==> src/uems_params.svh <==
// constants of the uncorrectable error mask and severity register bank
// assumes a 12-bit byte address into extended configuration space
// Operation
// - severity bit one marks that error fatal, zero marks it nonfatal
// - severity register decoded as a 32-bit word at offset 10Ch
// - severity register reads 0006_2011h after any reset
// - severity bit 20, unsupported request, read/write, default nonfatal
// - severity bit 19, end-to-end crc, read/write, default nonfatal
// - severity bit 13, flow-control protocol error, read/write, default fatal
// - severity bit 4, link layer protocol error, read/write, default fatal
// - severity bit 0 is read-only and always reads one
// - severity bits 3:1 read-only, read zero, ignore writes
// - severity bits 31:21 read-only, always read zero
// - bits 11:5 read zero in both mask and severity registers
// - fundamental reset, global reset pin or power-on reset restore defaults
// - mask bits 20:12 and 4 read/write; zero unmasked and default, one masked
// - writable masks for completion, abort, timeout, flow-control, poisoned errors
// - writable link layer protocol mask bit, default unmasked
// - lowest mask nibble read-only, reads zero
// - masked error sets no status, no message, no log, no pointer update
// - mask register decoded at offset 108h, resets to all zeros
// - unsupported, crc, malformed and overflow mask bits read/write, default zero
`ifndef UEMS_PARAMS_SVH
`define UEMS_PARAMS_SVH

// register offsets, byte addresses
`define UEMS_MASK_OFS 12'h108
`define UEMS_SEV_OFS 12'h10C

// reset values
`define UEMS_MASK_RST 32'h0000_0000
`define UEMS_SEV_RST 32'h0006_2011

// bits that software may change, the same in both registers
`define UEMS_WR_BITS 32'h001F_F010

// field positions
`define UEMS_BIT_UR 20
`define UEMS_BIT_ECRC 19
`define UEMS_BIT_MAL 18
`define UEMS_BIT_OVF 17
`define UEMS_BIT_UNXP 16
`define UEMS_BIT_CA 15
`define UEMS_BIT_CTO 14
`define UEMS_BIT_FC 13
`define UEMS_BIT_PSN 12
`define UEMS_BIT_DLL 4

`endif

==> src/uems_pkg.sv <==
// types shared by the register bank and its reporting stage
// assumes uems_params.svh supplies all numeric constants
package uems_pkg;

    // one configuration access from the configuration space decoder
    typedef struct packed {
        logic wr;
        logic rd;
        logic [11:0] addr;
        logic [3:0] be;
        logic [31:0] wdata;
    } uems_cfg_req_t;

    // whole state of the register bank
    typedef struct packed {
        logic [31:0] mask;
        logic [31:0] sev;
        logic [31:0] rdata;
        logic rd_valid;
        logic [1:0] perst_sq;
        logic [1:0] global_reset_pin_sq;
    } uems_bank_state_t;

    // whole state of the reporting stage
    typedef struct packed {
        logic [31:0] status_set;
        logic fatal_msg;
        logic nonfatal_msg;
        logic log_load;
    } uems_rep_state_t;

endpackage : uems_pkg

==> src/uems_regs.sv <==
// uncorrectable error mask and severity registers with reporting gate
// assumes configuration accesses arrive decoded, on the core clock;
// fundamental reset and global reset pins arrive asynchronously
`timescale 1ns/1ps
`include "uems_params.svh"

module uems_regs
    import uems_pkg::*;
(
    input wire logic core_clk_i,
    input wire logic rst_i,
    input wire logic perst_n_i,
    input wire logic global_reset_pin_n_i,
    input wire uems_cfg_req_t cfg_req_i,
    input wire logic [31:0] err_detect_i,
    output logic [31:0] cfg_rdata_o,
    output logic cfg_rd_valid_o,
    output logic [31:0] mask_o,
    output logic [31:0] sev_o,
    output logic [31:0] status_set_o,
    output logic fatal_msg_o,
    output logic nonfatal_msg_o,
    output logic log_load_o
);

    localparam logic [31:0] WR_BITS = `UEMS_WR_BITS;
    localparam logic [31:0] MASK_RST = `UEMS_MASK_RST;
    localparam logic [31:0] SEV_RST = `UEMS_SEV_RST;
    localparam logic [9:0] MASK_WORD = 10'(`UEMS_MASK_OFS >> 2);
    localparam logic [9:0] SEV_WORD = 10'(`UEMS_SEV_OFS >> 2);

    uems_bank_state_t st_ff;
    uems_bank_state_t nxt_st;

    logic [31:0] be_bits;
    logic hit_mask;
    logic hit_sev;
    logic pin_rst;

    // byte enables spread to one enable per data bit
    genvar gi;
    generate
        for (gi = 0; gi < 32; gi++)
        begin : g_be
            assign be_bits[gi] = cfg_req_i.be[gi / 8];
        end
    endgenerate

    // word decode; the two low address bits never select a register
    assign hit_mask = cfg_req_i.addr[11:2] == MASK_WORD;
    assign hit_sev = cfg_req_i.addr[11:2] == SEV_WORD;

    // either synchronised pin reset restores defaults
    assign pin_rst = st_ff.perst_sq[1] | st_ff.global_reset_pin_sq[1];

    // next state of the whole bank
    always_comb
    begin
        nxt_st = st_ff;
        // pins are async: two flops before anything looks at them
        nxt_st.perst_sq = {st_ff.perst_sq[0], ~perst_n_i};
        nxt_st.global_reset_pin_sq = {st_ff.global_reset_pin_sq[0], ~global_reset_pin_n_i};
        nxt_st.rd_valid = 1'b0;
        if (pin_rst)
        begin
            nxt_st.mask = MASK_RST;
            nxt_st.sev = SEV_RST;
            nxt_st.rdata = 32'h0000_0000;
        end
        else
        begin
            // only writable bits change; reserved bits keep their constants
            if (cfg_req_i.wr && hit_mask)
            begin
                nxt_st.mask = (st_ff.mask & ~(WR_BITS & be_bits))
                    | (cfg_req_i.wdata & WR_BITS & be_bits);
            end
            if (cfg_req_i.wr && hit_sev)
            begin
                nxt_st.sev = (st_ff.sev & ~(WR_BITS & be_bits))
                    | (cfg_req_i.wdata & WR_BITS & be_bits);
            end
            // reads answer one cycle later; unmapped words read zero
            if (cfg_req_i.rd)
            begin
                nxt_st.rd_valid = 1'b1;
                if (hit_mask)
                begin
                    nxt_st.rdata = st_ff.mask;
                end
                else if (hit_sev)
                begin
                    nxt_st.rdata = st_ff.sev;
                end
                else
                begin
                    nxt_st.rdata = 32'h0000_0000;
                end
            end
        end
    end

    // power-on reset acts at once; pin resets take effect through the sync
    always_ff @(posedge core_clk_i or posedge rst_i)
    begin
        if (rst_i)
        begin
            st_ff <= '{mask: `UEMS_MASK_RST, sev: `UEMS_SEV_RST,
                       rdata: 32'h0000_0000, rd_valid: 1'b0,
                       perst_sq: 2'b11, global_reset_pin_sq: 2'b11};
        end
        else
        begin
            st_ff <= nxt_st;
        end
    end

    assign cfg_rdata_o = st_ff.rdata;
    assign cfg_rd_valid_o = st_ff.rd_valid;
    assign mask_o = st_ff.mask;
    assign sev_o = st_ff.sev;

    // reporting stage; flushed while a pin reset is held so nothing stale escapes
    uems_report u_report (
        .core_clk_i(core_clk_i),
        .rst_i(rst_i),
        .clr_i(pin_rst),
        .err_detect_i(err_detect_i),
        .mask_i(st_ff.mask),
        .sev_i(st_ff.sev),
        .status_set_o(status_set_o),
        .fatal_msg_o(fatal_msg_o),
        .nonfatal_msg_o(nonfatal_msg_o),
        .log_load_o(log_load_o)
    );

    // reset behaviour

    chk_sev_default: assert property (
        @(posedge core_clk_i) disable iff (rst_i)
        pin_rst |=> sev_o == 32'h0006_2011)
        else $error("severity not at default after reset");

    chk_mask_default: assert property (
        @(posedge core_clk_i) disable iff (rst_i)
        pin_rst |=> mask_o == 32'h0000_0000)
        else $error("mask not cleared after reset");

    chk_pin_reset: assert property (
        @(posedge core_clk_i) disable iff (rst_i)
        (!perst_n_i ##1 !perst_n_i) |=> ##1 (mask_o == 32'h0000_0000)
            && (sev_o == 32'h0006_2011))
        else $error("fundamental reset did not restore defaults");

    chk_global_reset_pin_reset: assert property (
        @(posedge core_clk_i) disable iff (rst_i)
        (!global_reset_pin_n_i ##1 !global_reset_pin_n_i) |=> ##1
            (mask_o == 32'h0000_0000) && (sev_o == 32'h0006_2011))
        else $error("global reset did not restore defaults");

    chk_ur_default: assert property (
        @(posedge core_clk_i) disable iff (rst_i)
        pin_rst |=> !sev_o[20] && !sev_o[19] && sev_o[13] && sev_o[4])
        else $error("per-error severity default wrong");

    // reserved fields

    chk_sev_bit0: assert property (
        @(posedge core_clk_i) disable iff (rst_i)
        sev_o[0] == 1'b1)
        else $error("severity bit 0 not one");

    chk_sev_reserved_field_low: assert property (
        @(posedge core_clk_i) disable iff (rst_i)
        sev_o[3:1] == 3'b000)
        else $error("severity bits 3:1 not zero");

    chk_sev_reserved_field_high: assert property (
        @(posedge core_clk_i) disable iff (rst_i)
        sev_o[31:21] == 11'h000)
        else $error("severity bits 31:21 not zero");

    chk_reserved_field_mid: assert property (
        @(posedge core_clk_i) disable iff (rst_i)
        (sev_o[11:5] == 7'h00) && (mask_o[11:5] == 7'h00))
        else $error("bits 11:5 not zero");

    chk_mask_nibble: assert property (
        @(posedge core_clk_i) disable iff (rst_i)
        mask_o[3:0] == 4'h0)
        else $error("mask low nibble not zero");

    chk_mask_high: assert property (
        @(posedge core_clk_i) disable iff (rst_i)
        mask_o[31:21] == 11'h000)
        else $error("mask bits 31:21 not zero");

    // software writes

    chk_sev_write: assert property (
        @(posedge core_clk_i) disable iff (rst_i)
        (cfg_req_i.wr && hit_sev && cfg_req_i.be == 4'hF && !pin_rst)
            |=> sev_o == (($past(cfg_req_i.wdata) & 32'h001F_F010) | 32'h0000_0001))
        else $error("severity write not taken");

    chk_sev_fc_write: assert property (
        @(posedge core_clk_i) disable iff (rst_i)
        (cfg_req_i.wr && hit_sev && cfg_req_i.be[1] && !pin_rst)
            |=> sev_o[13] == $past(cfg_req_i.wdata[13]))
        else $error("flow-control severity not writable");

    chk_sev_dll_write: assert property (
        @(posedge core_clk_i) disable iff (rst_i)
        (cfg_req_i.wr && hit_sev && cfg_req_i.be[0] && !pin_rst)
            |=> sev_o[4] == $past(cfg_req_i.wdata[4]))
        else $error("link layer severity not writable");

    chk_mask_write: assert property (
        @(posedge core_clk_i) disable iff (rst_i)
        (cfg_req_i.wr && hit_mask && cfg_req_i.be == 4'hF && !pin_rst)
            |=> mask_o == ($past(cfg_req_i.wdata) & 32'h001F_F010))
        else $error("mask write not taken");

    chk_mask_dll_write: assert property (
        @(posedge core_clk_i) disable iff (rst_i)
        (cfg_req_i.wr && hit_mask && cfg_req_i.be[0] && !pin_rst)
            |=> mask_o[4] == $past(cfg_req_i.wdata[4]))
        else $error("link layer mask not writable");

    chk_mask_hold: assert property (
        @(posedge core_clk_i) disable iff (rst_i)
        (!(cfg_req_i.wr && hit_mask) && !pin_rst) |=> $stable(mask_o))
        else $error("mask changed without a write");

    // reads

    chk_read_sev: assert property (
        @(posedge core_clk_i) disable iff (rst_i)
        (cfg_req_i.rd && hit_sev && !pin_rst)
            |=> cfg_rd_valid_o && (cfg_rdata_o == $past(sev_o)))
        else $error("severity read returned wrong data");

    chk_read_mask: assert property (
        @(posedge core_clk_i) disable iff (rst_i)
        (cfg_req_i.rd && hit_mask && !pin_rst)
            |=> cfg_rd_valid_o && (cfg_rdata_o == $past(mask_o)))
        else $error("mask read returned wrong data");

    chk_read_pulse: assert property (
        @(posedge core_clk_i) disable iff (rst_i)
        cfg_rd_valid_o |-> $past(cfg_req_i.rd))
        else $error("read valid without a read");

    chk_valid_single: assert property (
        @(posedge core_clk_i) disable iff (rst_i)
        !cfg_req_i.rd |=> !cfg_rd_valid_o)
        else $error("read valid stood longer than one cycle");

    chk_read_unmapped: assert property (
        @(posedge core_clk_i) disable iff (rst_i)
        (cfg_req_i.rd && !hit_mask && !hit_sev && !pin_rst)
            |=> cfg_rd_valid_o && (cfg_rdata_o == 32'h0000_0000))
        else $error("unmapped read did not answer zero");

    chk_rdata_hold: assert property (
        @(posedge core_clk_i) disable iff (rst_i)
        (!cfg_req_i.rd && !pin_rst) |=> $stable(cfg_rdata_o))
        else $error("read data changed without a read");

    // byte lanes and per-field writes

    chk_sev_byte_keep: assert property (
        @(posedge core_clk_i) disable iff (rst_i)
        (cfg_req_i.wr && hit_sev && !pin_rst)
            |=> ((sev_o ^ $past(sev_o)) & ~$past(be_bits)) == 32'h0000_0000)
        else $error("severity byte changed without its enable");

    chk_mask_byte_keep: assert property (
        @(posedge core_clk_i) disable iff (rst_i)
        (cfg_req_i.wr && hit_mask && !pin_rst)
            |=> ((mask_o ^ $past(mask_o)) & ~$past(be_bits)) == 32'h0000_0000)
        else $error("mask byte changed without its enable");

    chk_sev_hold: assert property (
        @(posedge core_clk_i) disable iff (rst_i)
        (!(cfg_req_i.wr && hit_sev) && !pin_rst) |=> $stable(sev_o))
        else $error("severity changed without a write");

    chk_sev_upper_write: assert property (
        @(posedge core_clk_i) disable iff (rst_i)
        (cfg_req_i.wr && hit_sev && cfg_req_i.be[2] && !pin_rst)
            |=> sev_o[20:16] == $past(cfg_req_i.wdata[20:16]))
        else $error("upper severity field not writable");

    chk_sev_mid_write: assert property (
        @(posedge core_clk_i) disable iff (rst_i)
        (cfg_req_i.wr && hit_sev && cfg_req_i.be[1] && !pin_rst)
            |=> sev_o[15:12] == $past(cfg_req_i.wdata[15:12]))
        else $error("middle severity field not writable");

    chk_mask_upper_write: assert property (
        @(posedge core_clk_i) disable iff (rst_i)
        (cfg_req_i.wr && hit_mask && cfg_req_i.be[2] && !pin_rst)
            |=> mask_o[20:16] == $past(cfg_req_i.wdata[20:16]))
        else $error("upper mask field not writable");

    chk_mask_mid_write: assert property (
        @(posedge core_clk_i) disable iff (rst_i)
        (cfg_req_i.wr && hit_mask && cfg_req_i.be[1] && !pin_rst)
            |=> mask_o[15:12] == $past(cfg_req_i.wdata[15:12]))
        else $error("middle mask field not writable");

    // reporting against the live registers

    chk_report_flush: assert property (
        @(posedge core_clk_i) disable iff (rst_i)
        pin_rst |=> (status_set_o == 32'h0000_0000) && !fatal_msg_o
            && !nonfatal_msg_o && !log_load_o)
        else $error("report pulse escaped a pin reset");

    chk_report_idle: assert property (
        @(posedge core_clk_i) disable iff (rst_i)
        (err_detect_i == 32'h0000_0000)
            |=> !fatal_msg_o && !nonfatal_msg_o && !log_load_o)
        else $error("report pulse without a detection");

    chk_log_load: assert property (
        @(posedge core_clk_i) disable iff (rst_i)
        (|(err_detect_i & WR_BITS & ~mask_o) && !pin_rst) |=> log_load_o)
        else $error("unmasked error did not load the log");

    chk_unsup_fatal: assert property (
        @(posedge core_clk_i) disable iff (rst_i)
        (err_detect_i[20] && !mask_o[20] && sev_o[20] && !pin_rst) |=> fatal_msg_o)
        else $error("fatal unsupported request not reported as fatal");

    chk_crc_nonfatal: assert property (
        @(posedge core_clk_i) disable iff (rst_i)
        (err_detect_i[19] && !mask_o[19] && !sev_o[19] && !pin_rst) |=> nonfatal_msg_o)
        else $error("nonfatal crc error not reported as nonfatal");

    chk_flow_fatal: assert property (
        @(posedge core_clk_i) disable iff (rst_i)
        (err_detect_i[13] && !mask_o[13] && sev_o[13] && !pin_rst) |=> fatal_msg_o)
        else $error("fatal flow-control error not reported as fatal");

endmodule : uems_regs

==> src/uems_report.sv <==
// reporting stage: gates detected errors by mask and classifies them
// assumes detection pulses come from logic on the same clock
`timescale 1ns/1ps
`include "uems_params.svh"

module uems_report
    import uems_pkg::*;
(
    input wire logic core_clk_i,
    input wire logic rst_i,
    input wire logic clr_i,
    input wire logic [31:0] err_detect_i,
    input wire logic [31:0] mask_i,
    input wire logic [31:0] sev_i,
    output logic [31:0] status_set_o,
    output logic fatal_msg_o,
    output logic nonfatal_msg_o,
    output logic log_load_o
);

    localparam logic [31:0] WR_BITS = `UEMS_WR_BITS;

    uems_rep_state_t st_ff;
    uems_rep_state_t nxt_st;
    logic [31:0] live;

    // only implemented error positions may report; masked ones vanish here
    assign live = err_detect_i & WR_BITS & ~mask_i;

    always_comb
    begin
        nxt_st = st_ff;
        nxt_st.status_set = live;
        nxt_st.fatal_msg = |(live & sev_i);
        nxt_st.nonfatal_msg = |(live & ~sev_i);
        nxt_st.log_load = |live;
        if (clr_i)
        begin
            nxt_st = '0;
        end
    end

    // registered so every output leaves a flip-flop
    always_ff @(posedge core_clk_i or posedge rst_i)
    begin
        if (rst_i)
        begin
            st_ff <= '0;
        end
        else
        begin
            st_ff <= nxt_st;
        end
    end

    assign status_set_o = st_ff.status_set;
    assign fatal_msg_o = st_ff.fatal_msg;
    assign nonfatal_msg_o = st_ff.nonfatal_msg;
    assign log_load_o = st_ff.log_load;

    chk_masked_quiet: assert property (
        @(posedge core_clk_i) disable iff (rst_i)
        (!clr_i && (err_detect_i & ~mask_i & WR_BITS) == 32'h0000_0000)
            |=> (status_set_o == 32'h0000_0000) && !fatal_msg_o && !nonfatal_msg_o && !log_load_o)
        else $error("masked error leaked into reporting");

    chk_fatal_class: assert property (
        @(posedge core_clk_i) disable iff (rst_i)
        (!clr_i && |(err_detect_i & WR_BITS & ~mask_i & sev_i)) |=> fatal_msg_o)
        else $error("fatal error not reported as fatal");

    chk_nonfatal_class: assert property (
        @(posedge core_clk_i) disable iff (rst_i)
        (!clr_i && |(err_detect_i & WR_BITS & ~mask_i & ~sev_i)) |=> nonfatal_msg_o)
        else $error("nonfatal error not reported as nonfatal");

    chk_status_pos: assert property (
        @(posedge core_clk_i) disable iff (rst_i)
        !clr_i |=> status_set_o == $past(err_detect_i & WR_BITS & ~mask_i))
        else $error("status set at wrong bit position");

endmodule : uems_report
==> config.mk <==
export PLATFORM = sky130hd
export DESIGN_NAME = uems_regs
export DESIGN_NICKNAME = d
export VERILOG_FILES = /design/src/uems_pkg.sv /design/src/uems_regs.sv /design/src/uems_report.sv
export VERILOG_INCLUDE_DIRS = /design/src
export SDC_FILE = /design/constraint.sdc
export NUM_CORES = 1
export LEC_CHECK = 0
export ABC_AREA = 1
export BUFFER_PORTS_ARGS = -buffer_cell sky130_fd_sc_hd__buf_4
export CAP_MARGIN = 20
export CORE_ASPECT_RATIO = 0.75
export CORE_MARGIN = 2
export CORE_UTILIZATION = 45
export CTS_BUF_LIST = sky130_fd_sc_hd__clkbuf_8
export DETAILED_ROUTE_END_ITERATION = 6
export PLACE_DENSITY_LB_ADDON = 0.15
export SLEW_MARGIN = 20
export SYNTH_ARGS = -nofsm -noshare
export SYNTH_HDL_FRONTEND = slang
export SYNTH_SLANG_ARGS = --single-unit
==> constraint.sdc <==
create_clock -name core_clk_i -period 2.28 [get_ports core_clk_i]
set_input_delay 0.57 -clock core_clk_i [delete_from_list [all_inputs] [get_ports core_clk_i]]
set_output_delay 0.57 -clock core_clk_i [all_outputs]
set_load 0.02 [all_outputs]
==> results of run 1 <==
==> power breakdown <==
part           internal, mW  switching [mW]  leakage [nW]
Clock                 0.220           0.324        0.0408
Sequential            0.939          0.0252         0.671
Combinational         0.118           0.276          1.56
Total                  1.28           0.625          2.27
==> cell type report <==
cell class	instances	area, µm²
fillers	818	3900
multi-input cells	317	1360
flip-flops and latches	51	1290
repair buffers	111	846
inverters	42	158
well taps	105	131
clock buffers	5	68.8
clock inverters	3	23.8
==> final timing paths <==
kind                       depth (start not counted)                     endpoint  slack, ns
max in group asynchronous                          3        sev_o[12]$_DFFE_PP0P_       1.40
min in group core_clk_i                            2          nxt_st[1]$_DFF_PP1_       0.36
hold / removal                                     2  cfg_rdata_o[15]$_DFFE_PP0P_       0.32
setup reg to reg                                   5  cfg_rdata_o[12]$_DFFE_PP0P_       0.45
hold reg to reg                                    0           st_ff[3]$_DFF_PP1_       0.36
setup / recovery                                   1              cfg_rdata_o[10]       0.44
==> per-layer routing <==
metal	track usage, %	vias up	part of all wire, %
li1	-	1401	-
met1	26.2	1335	44
met2	32.3	133	47
met3	3.21	4	8.7
met4	4.16	0	0.65
met5	0	-	0
==> registers in the layout, indices dropped and copies added (netlist names) <==
register / flops
cfg_rdata_o: 12
mask_o: 10
u_report.nonfatal_msg_o: 1
u_report.log_load_o: 1
st_ff: 2
sev_o: 11
u_report.status_set_o: 10
nxt_st: 2
cfg_rd_valid_o: 1
u_report.fatal_msg_o: 1
==> cells in the final DEF, fill, tap and decap left out <==
master / count
nor2_2: 4
dfstp_2: 9
dfrtp_1: 42
inv_2: 3
clkinvlp_4: 2
nor2_1: 24
nor2_4: 3
conb_1: 65
nand2_1: 136
clkbuf_8: 5
inv_6: 1
nand3b_1: 1
nand3_1: 45
o21a_1: 1
or2_1: 1
nor3_1: 6
nand2_2: 3
a21oi_1: 9
and3_1: 1
buf_12: 1
buf_4: 110
o211ai_1: 4
nand4_1: 7
nand3_2: 1
o21ai_0: 6
inv_1: 39
==> kinds of logic (layout without fill, tap and decap cells) <==
| logic type | count (synthesis) | in the layout |
|---|---|---|
| AND/OR/NAND/NOR | 232 | 232 |
| buffers and inverters | 176 | 161 |
| AO/OA/AOI/OAI | 20 | 20 |
| flip-flops | 51 | 51 |
| other | 1 | 65 |
==> stage by stage <==
stage / setup slack [ns] / power [mW] / hold WS [ns]
finish: 0.442 / 1.90 / 0.323
floorplan: 0.495 / 1.33 / 0.345
detailed placement: 0.437 / 1.37 / 0.349
global route: 0.108 / 2.01 / 0.353
global placement: 0.451 / 1.37 / 0.346
CTS: 0.403 / 1.92 / 0.345
==> flow_summary.toml, run 1 <==
[status]
status = "finished clean"

[layout]
fin_util_pct = 49.9
drive_gt1_share_pct = 26.8
fin_cells = 634
design_area_um2 = 3880
antenna_cells = 0
area_delta_synth_final_pct = 9.00
num-nets-final = 614

[floorplan]
die_w_um = 107
core_area_um2 = 7780
ios = 218
dieArea_um2 = 8640
rows = 28
start_util_pct = 45.8
die_h_um = 81.0

[synth]
syn_inst = 480
yosysSeqAreaShare_pct = 36.2
synth_top_area_share_pct = 29.5
synthXorXnorAreaFrac_pct = 0
async_flop_share_pct = 100
synth_top_family_by_area = "buffers and inverters"
synthDistinctLibCells = 26
avgSynthCellArea_um2 = 7.41
syn_area_um2 = 3560
synthAdderAreaFrac_pct = 0
synthMuxAreaShare_pct = 0
yosysTopAreaCell = "dfrtp_1"
synth-edff-count = 0
yosys.area_share.simple_pct = 28.3
synth.most_common_cell = "nand2_1"
ys_warn_count = 0
ys_ff_latch = 51
synth_ff_type = "dfrtp_1"
synth_top_cells_by_count = "136 x nand2_1, 120 x buf_4, 45 x nand3_1, 42 x dfrtp_1, 40 x inv_1"
synth_top_cells_by_area = "dfrtp_1 30%, buf_4 25%, nand2_1 14%"
synth_compound_area_share_pct = 3.16

[timing]
grt_setup_unrepaired = "false"
fin_crit_sh_pct = 80.6
slew_headroom_pct = 53.6
skew_ns = 0.0118
setup_viol = 0
fin_tns_setup_ns = 0
fin_crit_ns = 1.84
hold_violations = 0
slew_viol_final = 0
tightest_slew_ns = 0.694
fmax_mhz = 544

[clock_network]
cts-buffers-inserted = 5
cts.clk_slew.worst_paths_ns = 0.11
root_buffer = "clkbuf_8"
cts-htree-levels = 2
cts.path.max_buffers = 2
ctsResizeCount = 0
clock_latency_ns = 0.31
cts_tree = "done"
cts_sinks = 51
hold_buffers = 0
cts_setup_buffers = 0

[drt]
wl_per_cell_um = 12.9
via_per_inst = 4.53
drc = 0
firstDrtPassIters = 4
drt_wl_total_um = 8190
vias = 2873
ant_nets = 0
drt_iter0_markers = 133

[placed_design]
dpl.cell_count = 626
dp_hpwl_um = 6240
gp_congestion = 0.916
placed_cell_area_um2 = 3790
port_buffers = 105

[global_route]
grt_pass1_vias = 2583
gr-total-overflow = 0
antenna_found_initial = 0
grt_pass1_wl_um = 13000
grt_max_degree = 29
track_usage_pct = 19.2

[min_path]
hold_path.class = "in -> async"

[setup_path]
rr_startpoint = "st_ff[1]$_DFF_PP1_"
critPathArrivalTime_ns = 1.27
worstSetupEndpointType = "output port"
cp_top_family = "flip-flops"
crit_path_start = "cfg_rdata_o[30]$_DFFE_PP0P_"
critPathMaxStageDelay_ns = 0.71
worst-setup-path-type = "reg -> out"
critPathSlowestCell = "dfrtp_1"
critPathMaxFanout = 22
critPathBufInv = 1
cp_data_required_time_ns = 1.71
startpoint_type = "flip-flop"
worstPathCellList = "buf_4"

[power_and_ir_drop]
vdd_drop_max_v = 0.000247
leakage_nw = 2.27
p_per_area_nw_per_um2 = 490

[job]
maxCapViolCount = 0
(Power assumes the default switching activity.)
==> run 2, diff against run 1 <==
--- a/config.mk
+++ b/config.mk
@@ -11,7 +11,7 @@
 export CAP_MARGIN = 20
 export CORE_ASPECT_RATIO = 0.75
 export CORE_MARGIN = 2
-export CORE_UTILIZATION = 45
+export CORE_UTILIZATION = 41
 export CTS_BUF_LIST = sky130_fd_sc_hd__clkbuf_8
 export DETAILED_ROUTE_END_ITERATION = 6
 export PLACE_DENSITY_LB_ADDON = 0.15
==> constraint.sdc (replaced) <==
create_clock -name core_clk_i -period 1.55 [get_ports core_clk_i]
set_input_delay 0.3875 -clock core_clk_i [delete_from_list [all_inputs] [get_ports core_clk_i]]
set_output_delay 0.3875 -clock core_clk_i [all_outputs]
set_load 0.02 [all_outputs]
==> flow_summary.toml, run 2 (synthesis results as in run 1) <==
[status]
status = "finished clean"

[timing]
skew_ns = 0.00490
hold_violations = 0
fin_tns_setup_ns = 0
fmax_mhz = 682
slew_viol_final = 0
grt_setup_unrepaired = "false"
setup_slack_ns = 0.0847
fin_crit_sh_pct = 94.5
fin_crit_ns = 1.47
setup_viol = 0

[floorplan]
rows = 29
die_w_um = 112
start_util_pct = 42.1
dieArea_um2 = 9450
ios = 218
core_area_um2 = 8450
die_h_um = 84.7

[setup_path]
reg2reg_depth = 5
worstReg2RegEnd = "cfg_rdata_o[0]$_DFFE_PP0P_"
worstPathCellList = "buf_4"
worst-setup-path-type = "reg -> out"
critPathSlowestCell = "dfrtp_2"
critPathMaxStageDelay_ns = 0.57
cp_data_required_time_ns = 1.16
critPathMaxFanout = 22
startpoint_type = "flip-flop"
worstSetupEndpointType = "output port"
cp_top_family = "flip-flops"
rr_startpoint = "st_ff[1]$_DFF_PP1_"
critPathBufInv = 1
r2r_setup_slack_ns = 0.26
critPathArrivalTime_ns = 1.08

[placed_design]
port_buffers = 105
gp_congestion = 0.854
place_worst_setup_slack_ns = 0.0931
dp_hpwl_um = 6290

[layout]
final_common_cell = "nand2_1"
most-common-layout-cells = "136 x nand2_1, 112 x buf_4, 65 x conb_1"
antenna_cells = 0
area_delta_synth_final_pct = 11.1
largest_reg_flops = 12
drive_gt1_share_pct = 27.6
num-nets-final = 618

[drt]
vias = 2826
drc = 0
drt_wl_total_um = 8060
wl_per_cell_um = 12.6
firstDrtPassIters = 4
drt_iter0_markers = 147
ant_nets = 0
via_per_inst = 4.41

[clock_network]
cts_setup_buffers = 0
hold_buffers = 0
ctsResizeCount = 1
cts.path.max_buffers = 2
cts.clk_slew.worst_paths_ns = 0.09
cts-htree-levels = 2
cts-buffers-inserted = 5
root_buffer = "clkbuf_8"
cts_tree = "done"
clock_latency_ns = 0.30
cts_sinks = 51

[power_and_ir_drop]
p_seq_share_pct = 50.0
leakage_nw = 2.30
power_mw = 2.84
p_comb_share_pct = 20.4
vdd_drop_max_v = 0.000373
p_switching_mw = 0.881
p_per_area_nw_per_um2 = 720
p_int_mw = 1.96
switching_share_pct = 31.0
power.clock.fraction_pct = 29.6

[global_route]
gr-total-overflow = 0
track_usage_pct = 17.0
grt_pass1_vias = 2578
antenna_found_initial = 0
grt_max_degree = 52
grt_pass1_wl_um = 12900

[job]
maxCapViolCount = 0

[min_path]
hold_path.class = "in -> async"
run 2: worst max path at each step:
| stage | cells past startpoint | slack [ns] | endpoint | start |
|---|---|---|---|---|
| floorplan | 1 | 0.32 | cfg_rdata_o[10] | cfg_rdata_o[30]$_DFFE_PP0P_ |
| global placement | 8 | 0.12 | mask_o[20]$_DFFE_PP0P_ | cfg_req_i[41] |
| detailed placement | 8 | 0.09 | mask_o[17]$_DFFE_PP0P_ | cfg_req_i[41] |
| CTS | 1 | 0.06 | cfg_rdata_o[7] | cfg_rdata_o[30]$_DFFE_PP0P_ |
| global route | 1 | 0.02 | cfg_rdata_o[8] | cfg_rdata_o[30]$_DFFE_PP0P_ |
| finish | 1 | 0.08 | cfg_rdata_o[29] | cfg_rdata_o[30]$_DFFE_PP0P_ |
run 2: power groups by stage:
stage / Combinational [mW] / Clock (mW) / Sequential, mW
after floorplan: 0.506 / 0 / 1.46
after global placement: 0.578 / 0 / 1.45
after detailed placement: 0.582 / 0 / 1.45
after CTS: 0.583 / 0.865 / 1.42
after global routing: 0.637 / 0.926 / 1.43
final: 0.581 / 0.842 / 1.42
run 2: per-layer routing:
| layer | up-vias | part of all wire (%) | track usage, % | wire (µm) |
|---|---|---|---|---|
| li1 | 1402 | - | - | - |
| met1 | 1303 | 46 | 24.2 | 3710 |
| met2 | 117 | 47 | 27.1 | 3750 |
| met3 | 4 | 7.0 | 3.90 | 564 |
| met4 | 0 | 0.41 | 2.58 | 33 |
| met5 | - | 0 | 0 | 0 |
run 2: layout make-up:
type                    count  area, µm²
clock inverters             1       3.75
flip-flops and latches     51       1290
inverters                  42        161
multi-input cells         317       1370
well taps                 108        135
clock buffers               7       96.3
fillers                   884       4500
repair buffers            115        901
run 2: metrics by stage:
step | area [µm²] | std cells | hold WS (ns) | utilization [%]
after CTS | 3950 | 641 | 0.157 | 46.7
after global placement | 3850 | 633 | 0.346 | 45.5
after floorplan | 3800 | 544 | 0.345 | -
final | 3950 | 641 | 0.132 | 46.8
after detailed placement | 3850 | 633 | 0.347 | 45.5
after global routing | 3950 | 641 | 0.157 | 46.8
